[config.mk]
export PLATFORM = sky130hd
export DESIGN_NAME = asm_analog_mixer
export DESIGN_NICKNAME = d
export VERILOG_FILES = /design/src/logic/asm_pkg.sv /design/src/logic/asm_analog_mixer.sv
export SDC_FILE = /design/constraint.sdc
export NUM_CORES = 2
export LEC_CHECK = 0
export CORE_ASPECT_RATIO = 1.25
export CORE_MARGIN = 5
export CORE_UTILIZATION = 50
export CTS_BUF_LIST = sky130_fd_sc_hd__clkbuf_4
export CTS_CLUSTER_DIAMETER = 200
export DETAILED_ROUTE_END_ITERATION = 12
export DONT_BUFFER_PORTS = 1
export PLACE_DENSITY_LB_ADDON = 0.05
export SETUP_SLACK_MARGIN = 0.15
export SYNTH_ARGS = -nofsm -noshare
export SYNTH_HDL_FRONTEND = slang
export SYNTH_SLANG_ARGS = --single-unit
[constraint.sdc]
create_clock -name aclk -period 28.1 [get_ports aclk]
set_input_delay 7.025 -clock aclk [delete_from_list [all_inputs] [get_ports aclk]]
set_output_delay 7.025 -clock aclk [all_outputs]
set_load 0.05 [all_outputs]
[src/logic/asm_pkg.sv]
// Purpose: shared constants for the analog speed mixing block
// Assumes: 32-bit axi4-lite register map, byte addresses
// Notes: scaled values are signed, full scale is +/-3200
package asm_pkg;
    // register byte offsets
    localparam logic [7:0] OFF_CTRL = 8'h00;
    localparam logic [7:0] OFF_STATUS = 8'h04;
    localparam logic [7:0] OFF_IRQ_MASK = 8'h08;
    localparam logic [7:0] OFF_RAW = 8'h0c;
    localparam logic [7:0] OFF_SCALED = 8'h10;
    localparam logic [7:0] OFF_TARGET = 8'h14;
    localparam logic [7:0] OFF_CAL_BASE = 8'h20;
    localparam logic [7:0] CAL_SEL_MASK = 8'he0;
    localparam logic [3:0] CAL_RANGE = 4'h0;
    localparam logic [3:0] CAL_NEUTRAL = 4'h4;
    localparam logic [3:0] CAL_SLOPE = 4'h8;
    localparam logic [3:0] CAL_OPT = 4'hc;
    // control field positions
    localparam int CTRL_MODE_LSB = 0;
    localparam int CTRL_MIX_LSB = 2;
    localparam int CTRL_IGN_DISC_BIT = 4;
    localparam int CTRL_ALT_LSB = 8;
    localparam logic [31:0] CTRL_MASK = 32'h0000_0f1f;
    localparam logic [31:0] CTRL_RST = 32'h0000_0000;
    // input modes, mixing modes, alternate uses
    localparam logic [1:0] MODE_SERIAL = 2'h0;
    localparam logic [1:0] MODE_ANALOG = 2'h1;
    localparam logic [1:0] MODE_RC = 2'h2;
    localparam logic [1:0] MIX_NONE = 2'h0;
    localparam logic [1:0] MIX_LEFT = 2'h1;
    localparam logic [1:0] MIX_RIGHT = 2'h2;
    localparam logic [1:0] ALT_NONE = 2'h0;
    localparam logic [1:0] ALT_FWD_LIMIT = 2'h1;
    localparam logic [1:0] ALT_REV_LIMIT = 2'h2;
    localparam logic [1:0] ALT_KILL = 2'h3;
    // status bits
    localparam int ST_W = 4;
    localparam int ST_SAMPLE = 0;
    localparam int ST_LIMIT_KILL = 1;
    localparam int ST_REQ_INVALID = 2;
    localparam int ST_DISCONNECT = 3;
    // conversion and scaling
    localparam int RAW_W = 12;
    localparam int ADC_STEP_UV = 800;
    localparam logic [11:0] RAW_FULL = 12'hfff;
    localparam logic [15:0] SCALE_FULL = 16'h0c80;
    localparam logic [15:0] SWITCH_THRESH = 16'h0640;
    localparam int SLOPE_SHIFT = 8;
    // calibration reset values
    localparam logic [31:0] RANGE_RST = 32'h0fff_0000;
    localparam logic [31:0] NEUTRAL_RST = 32'h0800_07ff;
    localparam logic [31:0] SLOPE_RST = 32'h0190_0190;
    localparam logic [31:0] FIELD12_MASK = 32'h0fff_0fff;
    // bus responses
    localparam logic [1:0] RESP_OKAY = 2'b00;
    localparam logic [1:0] RESP_SLVERR = 2'b10;
endpackage : asm_pkg

[src/logic/asm_analog_mixer.sv]
// Purpose: analog channel scaling, mixing and limit/kill switch logic
// Assumes: one strobe carries both 12-bit channels; inputs synchronous
// Notes: registers over axi4-lite; speed target is held until the next sample
//
// The AXI4-Lite register port and the register offsets were left to the implementer.
`timescale 1ns/10ps
`default_nettype none
// Operation
// - sample both channels, keep latest values
// - measure and report in every input mode
// - unsigned 12-bit result, 0.8 mV step
// - analog mode derives speed via calibration, mixing
// - calibration maps extremes to full speeds
// - no mixing uses first channel only
// - mixing: throttle first, steering second channel
// - left mixing sums throttle and steering
// - right mixing subtracts steering from throttle
// - unused channel may be limit or kill
// - switch active above half forward value
// - disconnected switch gives error or active
// - disconnect detection can be switched off
// - raw value spans 0 to 4095
// - switch threshold is scaled value 1600
// - limits block their direction, raise error
// - switch channels required; invalid stops motor
module asm_analog_mixer #(
    parameter int ADDR_W = 8
) (
    input wire logic aclk,
    input wire logic aresetn,
    input wire logic [ADDR_W-1:0] s_axi_awaddr,
    input wire logic s_axi_awvalid,
    output logic s_axi_awready,
    input wire logic [31:0] s_axi_wdata,
    input wire logic [3:0] s_axi_wstrb,
    input wire logic s_axi_wvalid,
    output logic s_axi_wready,
    output logic [1:0] s_axi_bresp,
    output logic s_axi_bvalid,
    input wire logic s_axi_bready,
    input wire logic [ADDR_W-1:0] s_axi_araddr,
    input wire logic s_axi_arvalid,
    output logic s_axi_arready,
    output logic [31:0] s_axi_rdata,
    output logic [1:0] s_axi_rresp,
    output logic s_axi_rvalid,
    input wire logic s_axi_rready,
    input wire logic adc_sample_valid,
    input wire logic [11:0] throttle_channel_value,
    input wire logic [11:0] steering_channel_value,
    input wire logic [1:0] pot_disconnect,
    output logic [15:0] target_speed,
    output logic target_speed_valid,
    output logic limit_kill_error,
    output logic required_invalid_error,
    output logic irq
);
    // register storage; range, neutral and slope words hold a low and a high half
    logic [31:0] ctrl_reg;
    logic [asm_pkg::ST_W-1:0] status_reg, status_next, mask_reg, w1c_comb;
    logic [31:0] range_reg [2], neutral_reg [2], slope_reg [2];
    logic invert_reg [2];
    // sample pipeline
    logic [11:0] raw_reg [2];
    logic [1:0] disc_reg, chan_ok_reg, chan_disc_reg, chan_ok_comb, chan_disc_comb;
    logic stage1_reg, stage2_reg;
    logic [15:0] scaled_reg [2], scaled_comb [2], speed_comb;
    // speed stage; switch state is {kill, rev limit, fwd limit}
    logic lk_err_comb, req_err_comb;
    logic [2:0] switch_state_reg, switch_state_comb;
    // bus side
    logic aw_held, w_held, wr_fire, rd_hit_comb, wr_hit_comb;
    logic [ADDR_W-1:0] awaddr_held;
    logic [31:0] wdata_held, rdata_comb;
    logic [3:0] wstrb_held;
    // control fields
    wire logic [1:0] mode = ctrl_reg[asm_pkg::CTRL_MODE_LSB +: 2];
    wire logic [1:0] mix = ctrl_reg[asm_pkg::CTRL_MIX_LSB +: 2];
    wire logic ign_disc = ctrl_reg[asm_pkg::CTRL_IGN_DISC_BIT];
    wire logic analog_mode = (mode == asm_pkg::MODE_ANALOG);
    wire logic mixing = (mix == asm_pkg::MIX_LEFT) || (mix == asm_pkg::MIX_RIGHT);
    // byte-lane merge for a register write
    function automatic logic [31:0] merge(input logic [31:0] old, input logic [31:0] nw,
                                          input logic [3:0] strb);
        logic [31:0] res;
        res = old;
        for (int b = 0; b < 4; b++) begin
            if (strb[b]) begin
                res[b*8 +: 8] = nw[b*8 +: 8];
            end
        end
        return res;
    endfunction : merge
    // capture both channels in every mode so they stay readable
    always_ff @(posedge aclk) begin
        if (!aresetn) begin
            raw_reg[0] <= 12'h000;
            raw_reg[1] <= 12'h000;
            {disc_reg, stage1_reg} <= 3'h0;
        end else begin
            stage1_reg <= adc_sample_valid;
            if (adc_sample_valid) begin
                raw_reg[0] <= throttle_channel_value;
                raw_reg[1] <= steering_channel_value;
                disc_reg <= pot_disconnect;
            end
        end
    end
    // per-channel scaling: error window, neutral band, piecewise slope, clamp
    for (genvar g = 0; g < 2; g++) begin : g_chan
        wire logic [11:0] err_min = range_reg[g][11:0];
        wire logic [11:0] err_max = range_reg[g][27:16];
        wire logic [11:0] neu_lo = neutral_reg[g][11:0];
        wire logic [11:0] neu_hi = neutral_reg[g][27:16];
        logic [27:0] prod;
        logic [19:0] mag;
        logic [15:0] mag_c;
        logic neg;
        always_comb begin
            {neg, prod} = 29'h0;
            if (raw_reg[g] > neu_hi) begin
                // above neutral: toward full forward
                prod = {16'h0, 12'(raw_reg[g] - neu_hi)} * {12'h0, slope_reg[g][15:0]};
            end else if (raw_reg[g] < neu_lo) begin
                // below neutral: toward full reverse
                prod = {16'h0, 12'(neu_lo - raw_reg[g])} * {12'h0, slope_reg[g][31:16]};
                neg = 1'b1;
            end
            mag = prod[27:asm_pkg::SLOPE_SHIFT];
            // saturate so a steep slope cannot overshoot full speed
            mag_c = (mag > 20'(asm_pkg::SCALE_FULL)) ? asm_pkg::SCALE_FULL : mag[15:0];
            scaled_comb[g] = ((neg ^ invert_reg[g]) ? 16'(-mag_c) : mag_c);
            // out of the error window or detected open: channel invalid
            chan_disc_comb[g] = disc_reg[g] & ~ign_disc;
            chan_ok_comb[g] = (raw_reg[g] >= err_min) && (raw_reg[g] <= err_max)
                && !chan_disc_comb[g];
        end
    end
    // scaled stage register
    always_ff @(posedge aclk) begin
        if (!aresetn) begin
            scaled_reg[0] <= 16'h0000;
            scaled_reg[1] <= 16'h0000;
            {chan_ok_reg, chan_disc_reg, stage2_reg} <= 5'h00;
        end else begin
            stage2_reg <= stage1_reg;
            if (stage1_reg) begin
                scaled_reg[0] <= scaled_comb[0];
                scaled_reg[1] <= scaled_comb[1];
                chan_ok_reg <= chan_ok_comb;
                chan_disc_reg <= chan_disc_comb;
            end
        end
    end
    // mixing, switches and required-channel checks
    always_comb begin
        logic signed [16:0] sum, full, t0, t1;
        logic signed [15:0] spd;
        logic [1:0] speed_use, is_sw, active;
        logic fwd, rev, kill;
        sum = 17'sh0;
        spd = 16'sh0;
        {speed_use, is_sw, active} = 6'h00;
        {fwd, rev, kill} = 3'b000;
        t0 = 17'(signed'(scaled_reg[0]));
        t1 = 17'(signed'(scaled_reg[1]));
        full = 17'(signed'({1'b0, asm_pkg::SCALE_FULL}));
        unique case (mix)
            asm_pkg::MIX_LEFT: sum = t0 + t1;
            asm_pkg::MIX_RIGHT: sum = t0 - t1;
            default: sum = t0;
        endcase
        // clamp the mix to the full forward and reverse limits
        if (sum > full) begin
            spd = 16'(full);
        end else if (sum < -full) begin
            spd = 16'(-full);
        end else begin
            spd = sum[15:0];
        end
        // channel 0 throttles; channel 1 steers only while mixing
        speed_use = analog_mode ? {mixing, 1'b1} : 2'b00;
        for (int c = 0; c < 2; c++) begin
            is_sw[c] = !speed_use[c] && (ctrl_reg[asm_pkg::CTRL_ALT_LSB + 2*c +: 2]
                != asm_pkg::ALT_NONE);
            active[c] = is_sw[c] && chan_ok_reg[c]
                && (signed'(scaled_reg[c]) > signed'(asm_pkg::SWITCH_THRESH));
            unique case (ctrl_reg[asm_pkg::CTRL_ALT_LSB + 2*c +: 2])
                asm_pkg::ALT_FWD_LIMIT: fwd = fwd | active[c];
                asm_pkg::ALT_REV_LIMIT: rev = rev | active[c];
                asm_pkg::ALT_KILL: kill = kill | active[c];
                default: ;
            endcase
        end
        if (!analog_mode) begin
            spd = 16'sh0; // speed comes from elsewhere in other modes
        end
        switch_state_comb = {kill, rev, fwd};
        lk_err_comb = kill || (fwd && spd > 16'sh0) || (rev && spd < 16'sh0);
        // any switch channel or speed channel that is invalid stops the motor
        req_err_comb = |((is_sw | speed_use) & ~chan_ok_reg);
        speed_comb = (lk_err_comb || req_err_comb) ? 16'h0000 : 16'(spd);
    end
    // speed target and error outputs, refreshed once per sample
    always_ff @(posedge aclk) begin
        if (!aresetn) begin
            target_speed <= 16'h0000;
            {target_speed_valid, limit_kill_error, required_invalid_error} <= 3'h0;
            switch_state_reg <= 3'h0;
        end else if (stage2_reg) begin
            target_speed <= speed_comb;
            target_speed_valid <= analog_mode && !lk_err_comb && !req_err_comb;
            limit_kill_error <= lk_err_comb;
            required_invalid_error <= req_err_comb;
            switch_state_reg <= switch_state_comb;
        end
    end
    // write channel: address and data taken in either order, answer after both
    assign wr_fire = aw_held && w_held && !s_axi_bvalid;
    always_ff @(posedge aclk) begin
        if (!aresetn) begin
            aw_held <= 1'b0;
            w_held <= 1'b0;
            awaddr_held <= '0;
            wdata_held <= 32'h0;
            wstrb_held <= 4'h0;
            s_axi_awready <= 1'b1;
            s_axi_wready <= 1'b1;
            s_axi_bvalid <= 1'b0;
            s_axi_bresp <= asm_pkg::RESP_OKAY;
        end else begin
            if (s_axi_awvalid && s_axi_awready) begin
                aw_held <= 1'b1;
                awaddr_held <= s_axi_awaddr;
                s_axi_awready <= 1'b0;
            end
            if (s_axi_wvalid && s_axi_wready) begin
                w_held <= 1'b1;
                wdata_held <= s_axi_wdata;
                wstrb_held <= s_axi_wstrb;
                s_axi_wready <= 1'b0;
            end
            if (wr_fire) begin
                aw_held <= 1'b0;
                w_held <= 1'b0;
                s_axi_bvalid <= 1'b1;
                s_axi_bresp <= wr_hit_comb ? asm_pkg::RESP_OKAY : asm_pkg::RESP_SLVERR;
            end
            // readies reopen only after the response is taken: one write at a time
            if (s_axi_bvalid && s_axi_bready) begin
                s_axi_bvalid <= 1'b0;
                s_axi_awready <= 1'b1;
                s_axi_wready <= 1'b1;
            end
        end
    end
    // write decode: writable addresses and status bits to clear
    always_comb begin
        logic [7:0] a;
        a = 8'(awaddr_held);
        wr_hit_comb = (a == asm_pkg::OFF_CTRL) || (a == asm_pkg::OFF_STATUS)
            || (a == asm_pkg::OFF_IRQ_MASK)
            || ((a & asm_pkg::CAL_SEL_MASK) == asm_pkg::OFF_CAL_BASE);
        w1c_comb = '0;
        if (wr_fire && a == asm_pkg::OFF_STATUS && wstrb_held[0]) begin
            w1c_comb = wdata_held[asm_pkg::ST_W-1:0];
        end
    end
    // configuration registers
    always_ff @(posedge aclk) begin
        if (!aresetn) begin
            ctrl_reg <= asm_pkg::CTRL_RST;
            mask_reg <= '0;
            for (int c = 0; c < 2; c++) begin
                range_reg[c] <= asm_pkg::RANGE_RST;
                neutral_reg[c] <= asm_pkg::NEUTRAL_RST;
                slope_reg[c] <= asm_pkg::SLOPE_RST;
                invert_reg[c] <= 1'b0;
            end
        end else if (wr_fire) begin
            if (8'(awaddr_held) == asm_pkg::OFF_CTRL) begin
                ctrl_reg <= merge(ctrl_reg, wdata_held, wstrb_held) & asm_pkg::CTRL_MASK;
            end else if (8'(awaddr_held) == asm_pkg::OFF_IRQ_MASK && wstrb_held[0]) begin
                mask_reg <= wdata_held[asm_pkg::ST_W-1:0];
            end else if ((8'(awaddr_held) & asm_pkg::CAL_SEL_MASK) == asm_pkg::OFF_CAL_BASE) begin
                // channel is picked by address bit 4, the word by bits 3:0
                unique case (awaddr_held[3:0])
                    asm_pkg::CAL_RANGE: range_reg[awaddr_held[4]] <= merge(
                        range_reg[awaddr_held[4]], wdata_held, wstrb_held) & asm_pkg::FIELD12_MASK;
                    asm_pkg::CAL_NEUTRAL: neutral_reg[awaddr_held[4]] <= merge(
                        neutral_reg[awaddr_held[4]], wdata_held, wstrb_held)
                        & asm_pkg::FIELD12_MASK;
                    asm_pkg::CAL_SLOPE: slope_reg[awaddr_held[4]] <= merge(
                        slope_reg[awaddr_held[4]], wdata_held, wstrb_held);
                    asm_pkg::CAL_OPT: if (wstrb_held[0]) begin
                        invert_reg[awaddr_held[4]] <= wdata_held[0];
                    end
                    default: ;
                endcase
            end
        end
    end
    // sticky status: a new event in the clearing cycle survives the clear
    always_comb begin
        status_next = status_reg & ~w1c_comb;
        status_next[asm_pkg::ST_SAMPLE] |= stage2_reg;
        status_next[asm_pkg::ST_LIMIT_KILL] |= stage2_reg & lk_err_comb;
        status_next[asm_pkg::ST_REQ_INVALID] |= stage2_reg & req_err_comb;
        status_next[asm_pkg::ST_DISCONNECT] |= stage2_reg & |chan_disc_reg;
    end
    // status and interrupt level
    always_ff @(posedge aclk) begin
        if (!aresetn) begin
            status_reg <= '0;
            irq <= 1'b0;
        end else begin
            status_reg <= status_next;
            irq <= |(status_next & mask_reg);
        end
    end
    // read decode
    always_comb begin
        logic [7:0] a;
        a = 8'(s_axi_araddr);
        rd_hit_comb = 1'b1;
        rdata_comb = 32'h0;
        if (a == asm_pkg::OFF_CTRL) begin
            rdata_comb = ctrl_reg;
        end else if (a == asm_pkg::OFF_STATUS) begin
            rdata_comb = 32'(status_reg);
        end else if (a == asm_pkg::OFF_IRQ_MASK) begin
            rdata_comb = 32'(mask_reg);
        end else if (a == asm_pkg::OFF_RAW) begin
            rdata_comb = {4'h0, raw_reg[1], 4'h0, raw_reg[0]};
        end else if (a == asm_pkg::OFF_SCALED) begin
            rdata_comb = {scaled_reg[1], scaled_reg[0]};
        end else if (a == asm_pkg::OFF_TARGET) begin
            rdata_comb = {8'h0, chan_ok_reg, switch_state_reg, required_invalid_error,
                limit_kill_error, target_speed_valid, target_speed};
        end else if ((a & asm_pkg::CAL_SEL_MASK) == asm_pkg::OFF_CAL_BASE) begin
            unique case (a[3:0])
                asm_pkg::CAL_RANGE: rdata_comb = range_reg[a[4]];
                asm_pkg::CAL_NEUTRAL: rdata_comb = neutral_reg[a[4]];
                asm_pkg::CAL_SLOPE: rdata_comb = slope_reg[a[4]];
                asm_pkg::CAL_OPT: rdata_comb = {31'h0, invert_reg[a[4]]};
                default: rd_hit_comb = 1'b0;
            endcase
        end else begin
            rd_hit_comb = 1'b0;
        end
    end
    // read channel: one read in flight, answer one cycle after the address
    always_ff @(posedge aclk) begin
        if (!aresetn) begin
            s_axi_arready <= 1'b1;
            s_axi_rvalid <= 1'b0;
            s_axi_rdata <= 32'h0;
            s_axi_rresp <= asm_pkg::RESP_OKAY;
        end else if (s_axi_rvalid) begin
            if (s_axi_rready) begin
                s_axi_rvalid <= 1'b0;
                s_axi_arready <= 1'b1;
            end
        end else if (s_axi_arvalid && s_axi_arready) begin
            s_axi_rvalid <= 1'b1;
            s_axi_arready <= 1'b0;
            s_axi_rdata <= rdata_comb;
            s_axi_rresp <= rd_hit_comb ? asm_pkg::RESP_OKAY : asm_pkg::RESP_SLVERR;
        end
    end
endmodule : asm_analog_mixer
`default_nettype wire

==> impl_metrics.json <==
{
  "clock_latency_ns": 0.90,
  "clock_skew_ns": 0.07489,
  "cp_slowest_stage_delay_ns": 1.09,
  "worst-path-buf-inv": 6,
  "fp.coreArea_um2": 90180,
  "cts-resized-gates": 0,
  "grt_pass1_wl_mm": 241.0,
  "area_delta_synth_final_pct": 5.444,
  "worstPathRequired_ns": 28.70,
  "drv_slew": 0,
  "largest_register_ffs": 64,
  "relSlewSlack": 0.05498,
  "drt_wl_total_mm": 160.0,
  "crit_path_frequent_cell": "fa_1",
  "synthArstFlopShare": 0,
  "vias": 38110,
  "yosysWarnings": 0,
  "grt_pass1_vias": 39370,
  "syn_area_um2": 45490,
  "crit_family": "adder cells",
  "drive_gt1_frac": 0.06515,
  "cp.arrival_ns": 11.83,
  "critPathMaxFanout": 20,
  "setup_viol": 0,
  "avgRoutedWirePerCell_um": 24.87,
  "via_per_inst": 5.925,
  "antenna_found_initial": 15,
  "initial_utilization": 0.5044,
  "cts_buffers": 99,
  "place_hpwl_mm": 123.1,
  "seq_area_frac_synth": 0.2020,
  "fillers": 8744,
  "post_cts_buffers": 0,
  "cap_violations": 0,
  "grt_remaining_overflow": 0,
  "ff2ff_setup_slack_ns": 16.87,
  "startpoint_type": "flip-flop",
  "drt_iter0_drc": 3171,
  "synth_top_area_frac": 0.2469,
  "worst_pin_slew_ns": 1.400,
  "yosysTopAreaCell": "fa_1",
  "tns_ns": 0,
  "cts_sinks": 351,
  "grt_max_degree": 82,
  "gp_congestion": 0.9577,
  "die_y_um": 347.2,
  "critical_path_class": "flip-flop to flip-flop",
  "synth_ff_type": "edfxtp_1",
  "outcome": "complete, no violations",
  "rows": 123,
  "max_freq_ghz": 0.08904,
  "ys_types": 92,
  "crit_slowest_cell": "o41ai_1",
  "hold_viol": 0,
  "place.port_buffers": 0,
  "clockBufferDepth": 3,
  "netlist_instances": 5243,
  "io_pins": 147,
  "cts_root_buf": "clkbuf_4",
  "avgSynthCellArea_um2": 8.676,
  "cts_tree": "yes",
  "first_pass_iters": 6,
  "die_area_um2": 97140,
  "rsz0062_at_grt": "false",
  "ctsHoldBuffers": 0,
  "yosysMostFrequentCell": "inv_1",
  "track_usage": 0.3270,
  "holdWs_ns": 0.4582,
  "clk_pin_slew_ns": 0.08,
  "drc": 0,
  "fin_crit_ns": 11.23,
  "ant_nets": 0,
  "synth_area_leaders": "fa_1, edfxtp_1, ha_1",
  "synth_common_cells": "inv_1, nand2_1, fa_1, ha_1, a21oi_1",
  "synth-seq-cells": 351,
  "synth-edff-count": 216,
  "final_nets": 6159,
  "hold_path_class": "flip-flop to flip-flop",
  "die_w_um": 279.8,
  "end_kind": "flip-flop",
  "timing.final.crit_share": 0.3997,
  "htree_levels": 3
}
-- layer usage --
layer | vias up | track usage | share of wire
met1 | 18980 | 0.3938 | 0.38
li1 | 17120 | - | -
met3 | 456 | 0.06855 | 0.079
met4 | 2 | 0.1863 | 0.073
met2 | 1550 | 0.5452 | 0.47
met5 | - | 0 | 0.000069
-- worst min-delay path: cells and delay by family (launching register included) --
kind,cells,cell delay [ns]
DFF,1,0.31
and+or+nand+nor,1,0.05
AOI/OAI and AO/OA,1,0.05
-- metrics by stage --
step	worst slack (ns)	instances	util	area (um2)
finish	16.87	6432	0.5318	47960
global route	16.37	6424	0.5316	47940
CTS	16.96	6421	0.5315	47930
detailed placement	17.01	6234	0.5167	46600
global placement	17.09	6234	0.5167	46600
floorplan	18.40	5244	-	45490
-- kinds of logic after synthesis --
logic type,after synthesis,share of synthesized area
adders and majority gates,925,0.3470
and+or+nand+nor,1805,0.1951
xor gates and xnor gates,122,0.02349
other,1,0.00008244
buffers and inverters,1102,0.09163
AOI/OAI and AO/OA,870,0.1256
muxes,67,0.01510
DFF,351,0.2020
-- layout make-up --
class | count | area, um2 | share of cell area
Multi-Input combinational cell | 3791 | 32280 | 0.6730
Sequential cell | 351 | 9189 | 0.1916
Inverter | 838 | 3148 | 0.06564
Tap cell | 1187 | 1485 | 0.03097
Clock buffer | 155 | 1164 | 0.02426
Timing Repair Buffer | 67 | 503.0 | 0.01049
Clock inverter | 32 | 168.9 | 0.003522
Antenna cell | 11 | 27.53 | 0.0005739
-- path summary, 6_finish.rpt --
kind,from,end,depth (start not counted)
max,raw_reg[0][1],scaled_reg[0][10],41
min,awaddr_held[7],awaddr_held[7],2
max reg2reg,raw_reg[0][1],scaled_reg[0][10],41
min reg2reg,awaddr_held[7],awaddr_held[7],2
-- cells in the final DEF (no fill, tap or decap), types with 15 or more instances in the layout --
cell type	netlist	layout
and2_1	256	256
edfxtp_1	216	216
nor2_1	192	185
a21boi_0	20	20
nand2b_1	99	99
nor4_1	16	16
nor2b_1	34	34
ha_1	364	364
nand2_1	762	762
nor3_1	63	60
mux2i_1	63	63
and3_1	140	140
a211oi_1	42	42
a221o_1	21	21
nand3_1	62	62
clkinv_1	0	21
o221ai_1	19	19
o21a_1	23	23
o22ai_1	15	15
nand4_1	41	41
a22oi_1	25	25
or2_2	62	62
or3_1	20	20
dfxtp_1	135	135
a31oi_1	22	22
o211ai_1	21	21
xnor2_1	79	70
buf_4	4	67
fa_1	561	561
a221oi_1	31	31
clkbuf_4	0	155
a21oi_1	273	273
inv_1	838	837
o21ai_0	164	164
a21o_1	64	64
xor2_1	43	38
Power is not shown: default switching activity piles up to over one toggle a cycle in this logic, so the estimate is an artifact.
